`src/hw/tsu_pkg.sv`:
```
// Package for the tick timer and supervisor unit: offsets, fields, resets
package tsu_pkg;

   ////////////////////////////////////////////////////////////////////////////////
   // Register offsets (word index on the register port)
   localparam logic [2:0] OFS_UNIT_CONFIG       = 3'h0;
   localparam logic [2:0] OFS_PRESCALE_RATIO    = 3'h1;
   localparam logic [2:0] OFS_PERIODIC_PRESET   = 3'h2;
   localparam logic [2:0] OFS_TIMER_CTRL_STATUS = 3'h3;
   localparam logic [2:0] OFS_SUPERVISOR_COUNT  = 3'h4;
   localparam logic [2:0] OFS_MATCH_SERVICE     = 3'h5;

   ////////////////////////////////////////////////////////////////////////////////
   // Field positions
   localparam int CFG_LOCK_CONFIG          = 0;
   localparam int CFG_LOCK_PRESCALE        = 1;
   localparam int CFG_LOCK_PERIODIC        = 2;
   localparam int CFG_LOCK_SUPERVISOR_CNT  = 3;
   localparam int CFG_SUP_CLK_FROM_TICK    = 4;
   localparam int CFG_MATCH_SERVICE_ENABLE = 5;
   localparam int CFG_WIDTH                = 6;
   localparam int CFG_LOCK_WIDTH           = 4;
   localparam int TCS_RESTART              = 0;
   localparam int TCS_TERMINAL_COUNT       = 1;
   localparam int EXP_WIDTH                = 3;

   ////////////////////////////////////////////////////////////////////////////////
   // Reset values and constants
   localparam logic [5:0]  RST_UNIT_CONFIG      = 6'h00;
   localparam logic [2:0]  RST_PRESCALE_RATIO   = 3'h0;
   localparam logic [15:0] RST_PERIODIC_PRESET  = 16'hffff;
   localparam logic [7:0]  RST_SUPERVISOR_COUNT = 8'h0f;
   localparam logic [7:0]  RESTART_MATCH_BYTE   = 8'h5c;
   localparam logic [2:0]  EXP_MAX_LEGAL        = 3'h5;
   localparam logic [4:0]  PRE_MASK_MAX         = 5'h1f;

   typedef enum logic [0:0] {
      SUP_OFF = 1'b0,
      SUP_RUN = 1'b1
   } tsu_sup_e;

endpackage

```
`src/hw/tsu_top.sv`:
```
// Tick timer with periodic down-counter and software supervisor
//
// Contract
// - Prescaler divides slow clock by two-power exponent.
// - 16-bit periodic down-counter auto-reloads preset.
// - Zero pulse lasts one prescaled tick.
// - Preset writes take effect at next reload.
// - Restart bit reloads on next tick, self-clears.
// - Terminal flag set at zero, cleared by read.
// - Preset resets to ffff; software writes nonzero.
// - Supervisor 8-bit, disabled and silent after reset.
// - First count or match write starts supervisor.
// - Unlocked count write reloads supervisor from value.
// - Match byte reloads; other byte raises failure.
// - Match writes ignored while match service disabled.
// - Supervisor reaching zero raises failure.
// - Two services in one supervisor clock fail.
// - Config bit 4 selects clock; pin overrides.
// - Lock bits freeze config, prescale, count registers.
// - Periodic lock freezes preset and control writes.
// - Config, prescale, control clear on reset.
// - Supervisor count write-only, resets to 0f.
// - Counters keep running in idle mode.
// - Writes may land up to three slow cycles.
// - Second match service within one clock fails.
`timescale 1ns/100ps
module tsu_top
   import tsu_pkg::*;
#(
   parameter int PRESET_WIDTH = 16,
   parameter int SUP_WIDTH    = 8
) (
   // Clock and reset
   input  wire logic        mclk_i,
   input  wire logic        arst_n_i,
   // Pins from outside the clock domain
   input  wire logic        slow_clk_i,
   input  wire logic        alt_clk_i,
   input  wire logic        alt_clk_sel_i,
   // Register port
   input  wire logic [2:0]  addr_i,
   input  wire logic [15:0] wr_data_i,
   input  wire logic        wr_en_i,
   input  wire logic        rd_en_i,
   output logic      [15:0] rd_data_o,
   // Timer and supervisor outputs
   output logic             timer_zero_pulse_o,
   output logic             sup_fail_o,
   output logic             sup_running_o
);

   ////////////////////////////////////////////////////////////////////////////////
   // State

   typedef struct packed {
      logic                    slow_meta;
      logic                    slow_sync;
      logic                    slow_prev;
      logic                    alt_meta;
      logic                    alt_sync;
      logic                    alt_prev;
      logic                    sel_meta;
      logic                    sel_sync;
      logic [4:0]              pre_cnt;
      logic [CFG_WIDTH-1:0]    cfg;
      logic [EXP_WIDTH-1:0]    prescale;
      logic [PRESET_WIDTH-1:0] preset;
      logic                    restart;
      logic                    tc;
      logic [PRESET_WIDTH-1:0] tmr_cnt;
      logic                    zero_out;
      tsu_sup_e                sup_state;
      logic [SUP_WIDTH-1:0]    sup_count;
      logic [SUP_WIDTH-1:0]    sup_cnt;
      logic                    serviced;
      logic                    fail;
      logic [15:0]             rdata;
   } tsu_state_s;

   tsu_state_s state_reg;
   tsu_state_s state_next;

   // Divide mask for an exponent; reserved codes act as the largest ratio
   function automatic logic [4:0] pre_mask(input logic [EXP_WIDTH-1:0] e);
      logic [4:0] m;
      m = PRE_MASK_MAX;
      if (e <= EXP_MAX_LEGAL) begin
         m = 5'((6'h01 << e) - 6'h01);
      end
      return m;
   endfunction

   ////////////////////////////////////////////////////////////////////////////////
   // Decode and events

   logic                    slow_rise;
   logic                    tick;
   logic                    sup_edge;
   logic                    zero_hit;
   logic [PRESET_WIDTH-1:0] tmr_cnt_new;
   logic                    wr_cfg;
   logic                    wr_pre;
   logic                    wr_preset;
   logic                    wr_tcs;
   logic                    wr_count;
   logic                    wr_match;
   logic                    rd_tcs;
   logic                    match_good;
   logic                    match_bad;
   logic                    service;
   logic                    lock_config;
   logic                    lock_prescale;
   logic                    lock_periodic;
   logic                    lock_supervisor_count;

   assign lock_config           = state_reg.cfg[CFG_LOCK_CONFIG];
   assign lock_prescale         = state_reg.cfg[CFG_LOCK_PRESCALE];
   assign lock_periodic         = state_reg.cfg[CFG_LOCK_PERIODIC];
   assign lock_supervisor_count = state_reg.cfg[CFG_LOCK_SUPERVISOR_CNT];

   assign slow_rise = state_reg.slow_sync & ~state_reg.slow_prev;
   // A lowered exponent takes effect at the next slow edge, not after a wrap
   assign tick      = slow_rise
                      && (state_reg.pre_cnt >= pre_mask(state_reg.prescale));

   // Periodic counter next value on a tick
   always_comb begin
      if (state_reg.restart) begin
         tmr_cnt_new = state_reg.preset;
      end else if (state_reg.tmr_cnt == '0) begin
         tmr_cnt_new = state_reg.preset;
      end else begin
         tmr_cnt_new = state_reg.tmr_cnt - PRESET_WIDTH'(1);
      end
   end
   assign zero_hit = tick && (tmr_cnt_new == '0);

   // Supervisor clock: pin override, else config bit 4
   assign sup_edge = state_reg.sel_sync ? (state_reg.alt_sync & ~state_reg.alt_prev)
                   : state_reg.cfg[CFG_SUP_CLK_FROM_TICK] ? tick : zero_hit;

   assign wr_cfg    = wr_en_i && addr_i == OFS_UNIT_CONFIG && !lock_config;
   assign wr_pre    = wr_en_i && addr_i == OFS_PRESCALE_RATIO && !lock_prescale;
   assign wr_preset = wr_en_i && addr_i == OFS_PERIODIC_PRESET && !lock_periodic;
   assign wr_tcs    = wr_en_i && addr_i == OFS_TIMER_CTRL_STATUS && !lock_periodic;
   assign wr_count  = wr_en_i && addr_i == OFS_SUPERVISOR_COUNT
                      && !lock_supervisor_count;
   assign wr_match  = wr_en_i && addr_i == OFS_MATCH_SERVICE
                      && state_reg.cfg[CFG_MATCH_SERVICE_ENABLE];
   assign rd_tcs    = rd_en_i && addr_i == OFS_TIMER_CTRL_STATUS;
   assign match_good = wr_match && wr_data_i[7:0] == RESTART_MATCH_BYTE;
   assign match_bad  = wr_match && wr_data_i[7:0] != RESTART_MATCH_BYTE;
   assign service    = wr_count || match_good;

   ////////////////////////////////////////////////////////////////////////////////
   // Next state

   always_comb begin
      logic running;
      logic fail_ev;
      running = 1'b0;
      fail_ev = 1'b0;
      state_next = state_reg;

      // Two-stage synchronisers
      state_next.slow_meta = slow_clk_i;
      state_next.slow_sync = state_reg.slow_meta;
      state_next.slow_prev = state_reg.slow_sync;
      state_next.alt_meta  = alt_clk_i;
      state_next.alt_sync  = state_reg.alt_meta;
      state_next.alt_prev  = state_reg.alt_sync;
      state_next.sel_meta  = alt_clk_sel_i;
      state_next.sel_sync  = state_reg.sel_meta;

      // Prescaler, runs regardless of idle mode
      if (tick) begin
         state_next.pre_cnt = '0;
      end else if (slow_rise) begin
         state_next.pre_cnt = state_reg.pre_cnt + 5'h01;
      end

      // Periodic timer
      if (tick) begin
         state_next.tmr_cnt  = tmr_cnt_new;
         state_next.restart  = 1'b0;
         state_next.zero_out = (tmr_cnt_new == '0);
      end
      if (zero_hit) begin
         state_next.tc = 1'b1;
      end else if (rd_tcs) begin
         state_next.tc = 1'b0;
      end

      // Register writes
      if (wr_cfg) begin
         state_next.cfg = wr_data_i[CFG_WIDTH-1:0];
         state_next.cfg[CFG_LOCK_WIDTH-1:0] = state_reg.cfg[CFG_LOCK_WIDTH-1:0]
                                             | wr_data_i[CFG_LOCK_WIDTH-1:0];
      end
      if (wr_pre) begin
         state_next.prescale = wr_data_i[EXP_WIDTH-1:0];
      end
      if (wr_preset) begin
         state_next.preset = wr_data_i[PRESET_WIDTH-1:0];
      end
      if (wr_tcs && wr_data_i[TCS_RESTART]) begin
         state_next.restart = 1'b1;
      end
      if (wr_count) begin
         state_next.sup_count = wr_data_i[SUP_WIDTH-1:0];
      end

      // Supervisor counting on its clock
      running = (state_reg.sup_state == SUP_RUN);
      if (running && sup_edge) begin
         state_next.serviced = 1'b0;
         if (state_reg.sup_cnt == SUP_WIDTH'(1) || state_reg.sup_cnt == '0) begin
            fail_ev = 1'b1;
            state_next.sup_cnt = state_reg.sup_count;
         end else begin
            state_next.sup_cnt = state_reg.sup_cnt - SUP_WIDTH'(1);
         end
      end

      // Service and start
      if (service || match_bad) begin
         state_next.sup_state = SUP_RUN;
      end
      if (service) begin
         if (running && state_reg.serviced && !(sup_edge)) begin
            fail_ev = 1'b1;
         end
         state_next.serviced = 1'b1;
         state_next.sup_cnt  = wr_count ? wr_data_i[SUP_WIDTH-1:0]
                                        : state_reg.sup_count;
      end
      if (match_bad) begin
         fail_ev = 1'b1;
      end

      // Failure stands until the next slow clock edge
      if (fail_ev) begin
         state_next.fail = 1'b1;
      end else if (slow_rise) begin
         state_next.fail = 1'b0;
      end

      // Read data, locked config, prescale or preset and write-only registers read zero
      state_next.rdata = '0;
      if (rd_en_i) begin
         unique case (addr_i)
            OFS_UNIT_CONFIG: begin
               if (!lock_config) begin
                  state_next.rdata = 16'(state_reg.cfg);
               end
            end
            OFS_PRESCALE_RATIO: begin
               if (!lock_prescale) begin
                  state_next.rdata = 16'(state_reg.prescale);
               end
            end
            OFS_PERIODIC_PRESET: begin
               if (!lock_periodic) begin
                  state_next.rdata = 16'(state_reg.preset);
               end
            end
            OFS_TIMER_CTRL_STATUS: begin
               state_next.rdata[TCS_RESTART]        = state_reg.restart;
               state_next.rdata[TCS_TERMINAL_COUNT] = state_reg.tc;
            end
            default: begin
               state_next.rdata = '0;
            end
         endcase
      end
   end

   always_ff @(posedge mclk_i or negedge arst_n_i) begin
      if (!arst_n_i) begin
         state_reg           <= '0;
         state_reg.cfg       <= RST_UNIT_CONFIG;
         state_reg.prescale  <= RST_PRESCALE_RATIO;
         state_reg.preset    <= RST_PERIODIC_PRESET;
         state_reg.tmr_cnt   <= RST_PERIODIC_PRESET;
         state_reg.sup_state <= SUP_OFF;
         state_reg.sup_count <= RST_SUPERVISOR_COUNT;
         state_reg.sup_cnt   <= RST_SUPERVISOR_COUNT;
      end else begin
         state_reg <= state_next;
      end
   end

   assign rd_data_o          = state_reg.rdata;
   assign timer_zero_pulse_o = state_reg.zero_out;
   assign sup_fail_o         = state_reg.fail;
   assign sup_running_o      = (state_reg.sup_state == SUP_RUN);
endmodule

```
`config.mk`:
```
export PLATFORM = sky130hd
export DESIGN_NAME = tsu_top
export DESIGN_NICKNAME = d
export VERILOG_FILES = /design/src/hw/tsu_pkg.sv /design/src/hw/tsu_top.sv
export SDC_FILE = /design/constraint.sdc
export NUM_CORES = 1
export LEC_CHECK = 0
export BUFFER_PORTS_ARGS = -buffer_cell sky130_fd_sc_hd__buf_4
export CORE_UTILIZATION = 50
export DETAILED_ROUTE_END_ITERATION = 8
export PLACE_DENSITY = 0.71
export SYNTH_ARGS = -nofsm -noshare
export SYNTH_HDL_FRONTEND = slang
export SYNTH_SLANG_ARGS = --single-unit
```
`constraint.sdc`:
```
create_clock -name mclk_i -period 7.2 [get_ports mclk_i]
set_input_delay 1.44 -clock mclk_i [delete_from_list [all_inputs] [get_ports mclk_i]]
set_output_delay 1.44 -clock mclk_i [all_outputs]
set_load 0.01 [all_outputs]
```
# Word-level counts from Yosys, hierarchy flattened
# Index checks and enable logic that the tools add are counted.
# word_totals
register_bits	92
input_bits	26
out_inout_bits	19
wordCells	108
# op_classes
add_sub_neg	4
order_cmp	2
n_eq_ne	8
shifts	1
n_mux	28
n_bitwise	5
reduce_logical	38
# ops
operator	n
$mux 16	4
$pmux 14 s3	1
$logic_not 16->1	2
$logic_and 1x1->1	21
$mux 9	2
$mux 8	2
$sub 16x1->16 const B	1
$mux 5	3
$mux 1	13
$reduce_bool 2->1	5
$eq 8x1->1 const B	1
$eq 8x7->1 const B	1
$logic_not 8->1	1
$ne 8x7->1 const B	1
$pmux 2 s4	1
$sub 8x1->8 const B	1
$eq 3x2->1 const B	2
$eq 3x3->1 const B	2
$mux 6	1
$add 5x1->5 const B	1
$ge 5x5->1	1
$logic_not 1->1	5
$shl 1x3->5 const A	1
$sub 5x1->5 const B	1
8 further kinds	12

# Logic depth before layout (Yosys ltp)
# depth
word_depth	14
depth_mapped	15
ltp_nobuf	13

# Least setup slack after synthesis
# OpenSTA, ideal clock, no wires.
# synth_timing
kind	register -> register
startpoint	reg state_reg[72] in the netlist's numbering
endpoint	reg state_reg[25] in the netlist's numbering
setup_ns	0.094
arrival_ns	2.983
required_time_ns	7.106
path_slack_ns	4.123
path_stages_with_launch	15
n_path_buf	3
period_less_slack_ns	3.077
cell_sequence	dfrtp_1 > clkbuf_1 > or3_1 > ha_1 > mux2i_1 > o22ai_1 > ha_1 > a21oi_1 > o21ai_0 > a21o_1 > buf_2 > a21oi_1 > clkbuf_1 > a211oi_1 > a211oi_1
# synth_via
elab_chain_cells	10
word_cells_on_any_way	11
cone_classes	add/sub: 1; order compare: 2; shift: 1; mux: 3; reduce/logical: 4
# synth_rtl
element	line_no	text
from (decl)	tsu_top.sv:80	tsu_state_s state_reg;
from (signal assigned)	tsu_top.sv:289	state_reg <= state_next;
$shl 1x3->5	tsu_top.sv:88	m = 5'((6'h01 << e) - 6'h01);
$sub 5x1->5	tsu_top.sv:88	
$mux 5 *	tsu_top.sv:87	if (e <= EXP_MAX_LEGAL) begin
$ge 5x5->1 *	tsu_top.sv:124	&& (state_reg.pre_cnt >= pre_mask(state_reg.prescale));
$logic_and 1x1->1 *	tsu_top.sv:124	
$logic_and 1x1->1	tsu_top.sv:136	assign zero_hit = tick && (tmr_cnt_new == '0);
$mux 1 *	tsu_top.sv:140	: state_reg.cfg[CFG_SUP_CLK_FROM_TICK] ? tick : zero_hit;
$mux 1 *	tsu_top.sv:139	assign sup_edge = state_reg.sel_sync ? (state_reg.alt_sync & ~state_reg.alt_prev)
$logic_and 1x1->1 *	tsu_top.sv:215	if (running && sup_edge) begin
$reduce_bool 2->1 (no source line) *	--	
# Every way passes the cells marked *; elsewhere a longest branch is shown, timed or not.
# A chain may end at the register's enable or synchronous reset.

# Worst setup path in the final report
# layout_timing
startpoint	reg state_reg[72] in the netlist's numbering
endpoint	reg state_reg[18] in the netlist's numbering
# The elaborated chain is that of the path after synthesis.

==> results.cfg <==
[outcome]
status = finished clean

[power]
powerDensity_nw_per_um2 = 351
vdd_drop_max_mv = 0.134
leakagePower_nw = 2.30
power_mw = 1.92

[place]
place.gp.congestion = 0.881
post-dp-hpwl_mm = 7.87
port_buffers = 44
dp_cells = 624

[finish]
syn2layout_area_growth_pct = 11.1
largest_reg_flops = 64
fin_cells = 640
fin_nets = 543
n_antenna_cell = 0
drive_gt1_share_pct = 28.0
utilization_pct = 58.2

[global_route]
antenna_found_initial = 0
grt_max_degree = 59
grt_usage_pct = 23.8
grt_pass1_vias = 3596
grt_pass1_wl_mm = 18.7
grt_overflow = 0

[setup_path]
end_kind = flop
required_ns = 7.42
crit_chain = or3_1, ha_1, mux2i_1, o22ai_1, ha_1, a21oi_1, o21ai_0, a21o_1, a21oi_1, a211oi_1, o311ai_0
crit_fanout = 12
critical_path.max_stage_delay_ns = 0.76
cp.arrival_ns = 3.99
endpoint = state_reg[18]$_DFFE_PN1P_
r2r_slack_ns = 3.43
critPathLaunch = state_reg[72]$_DFFE_PN0P_
ff2ff_path_depth = 11
cp-start-kind = flop
r2r-end = state_reg[18]$_DFFE_PN1P_
reg2reg_from = state_reg[72]$_DFFE_PN0P_
cpMaxStageDelayCell = a21oi_1
path_class = flop to flop

[drt]
drc_errors = 0
ant_nets = 0
drt_iter0_markers = 234
wire_per_inst_um = 17.1
first_pass_iters = 5
wl_mm = 11.0
via_per_inst = 5.85
via_count = 3744

[floorplan]
rows = 35
die_x_um = 101
start_util_pct = 52.4
fp.dieH_um = 101
placeableCoreArea_um2 = 9370
dieArea_um2 = 10200
io_pins = 45

[yosys]
synth.most_common_cell = dfrtp_1
syn_inst = 488
synth_seq_area_share_pct = 47.9
yosysUniqueCellTypes = 63
syn-num-nets = 525
synth.cell_area_um2 = 4910
yosys_warnings = 0
synth.area.top_cells = dfrtp_1 (27%), dfstp_2 (21%), mux2_2 (6.7%)
synth_top_cell_by_area = dfrtp_1
ys_top_cells_by_count = dfrtp_1 (52), nor2_1 (48), nand2_1 (42)
ys_async_sr_fraction_pct = 100
syn_area_per_cell_um2 = 10.1
synthDominantCellAreaShare_pct = 26.5
synth_edf_count = 0
ys.flop_type = dfrtp_1
synth-seq-cells = 92

[timing]
slew_headroom_pct = 21.5
setup_violations = 0
worstMarginPinSlew_ns = 1.17
fin_crit_ns = 3.77
rsz0062_at_grt = no
finClkSkew_ns = 0.0137
fmax_mhz = 265
final_hold_viol_count = 0
setup_tns_ns = 0
fin_crit_sh_pct = 52.4
fin_hold_ws_ns = 0.354
maxSlewViolCount = 0

[clock_network]
hold_buffers = 0
clockBufferDepth = 2
cts_repair_resize_count = 0
cts_tree = yes
cts.clk_slew.worst_paths_ns = 0.10
cts_made_buffers = 9
clock_sinks = 92
clock_latency_ns = 0.35
post_cts_buffers = 0
cts.htree.levels = 3
cts-root-buf = clkbuf_8

[worst_hold_path]
hold_class = flop to flop
hold_depth = 0

[job]
drv_cap = 0
==> routing by layer <==
metal,global-route usage [%],wire [um],up-vias
met2,35.9,5060,104
met4,8.14,103,0
met1,34.8,5200,1842
met3,3.81,591,9
li1,-,-,1789
met5,0,0,-
==> worst min-delay path by stage <==
stage,slack [ns],from,end
after CTS,0.36,state_next[87]$_DFF_PN0_,state_next[86]$_DFF_PN0_
after global routing,0.37,state_next[84]$_DFF_PN0_,state_reg[84]$_DFF_PN0_
final,0.35,state_next[87]$_DFF_PN0_,state_next[86]$_DFF_PN0_
after detailed placement,0.33,state_next[87]$_DFF_PN0_,state_next[86]$_DFF_PN0_
after floorplan,0.33,state_next[87]$_DFF_PN0_,state_next[86]$_DFF_PN0_
after global placement,0.33,state_next[87]$_DFF_PN0_,state_next[86]$_DFF_PN0_
==> per-stage QoR <==
step | setup slack (ns) | cell area [um2]
2_1_floorplan | 4.12 | 4910
3_3_place_gp | 3.55 | 5190
3_5_place_dp | 3.35 | 5190
4_1_cts | 3.43 | 5450
5_1_grt | 3.09 | 5450
6_report | 3.43 | 5450
==> critical path: cells and delay by family, from the launching register on <==
family | cells | cell delay, ns
flip-flops | 1 | 0.49
AND/OR/NAND/NOR | 1 | 0.40
multiplexers | 1 | 0.18
AO/OA/AOI/OAI | 7 | 2.02
adder cells (fa/ha/maj) | 2 | 0.54
==> logic make-up after synthesis <==
group | Yosys count | share of synthesized area (%)
buffers and inverters | 53 | 5.58
AO/OA/AOI/OAI | 123 | 16.9
AND/OR/NAND/NOR | 168 | 17.9
multiplexers | 32 | 7.27
flip-flops | 92 | 47.9
XOR/XNOR | 9 | 1.61
adder cells (fa/ha/maj) | 11 | 2.80
==> power breakdown <==
group / switching [mW] / internal (mW) / total [mW] / leakage, nW
Combinational: 0.344 / 0.270 / 0.614 / 1.10
Sequential: 0.173 / 0.697 / 0.870 / 1.07
Clock: 0.191 / 0.241 / 0.432 / 0.128
==> area by class of cell <==
| class | count | area, um2 |
|---|---|---|
| timing repair buffer | 45 | 338 |
| sequential | 92 | 2350 |
| multi-input combinational | 343 | 2280 |
| clock inverter | 5 | 87.6 |
| inverter | 15 | 56.3 |
| clock buffer | 11 | 174 |
| tap | 129 | 161 |
| fill | 832 | 3920 |
==> layout by cell type (no fill, tap or decap), types with 8 or more instances in the layout <==
master    instances
buf_4            45
xnor2_1           8
dfrtp_1          52
o211ai_1          9
nor2_1           48
ha_1             11
nor3_1           13
inv_1            15
and3_1           11
dfstp_2          40
nand3_1           9
a21o_1            8
a21oi_1          22
a211oi_1         14
mux2_2           29
o21ai_0          28
nand2_1          42
clkbuf_8          9
No activity file was read; power rests on OpenSTA's default activity.
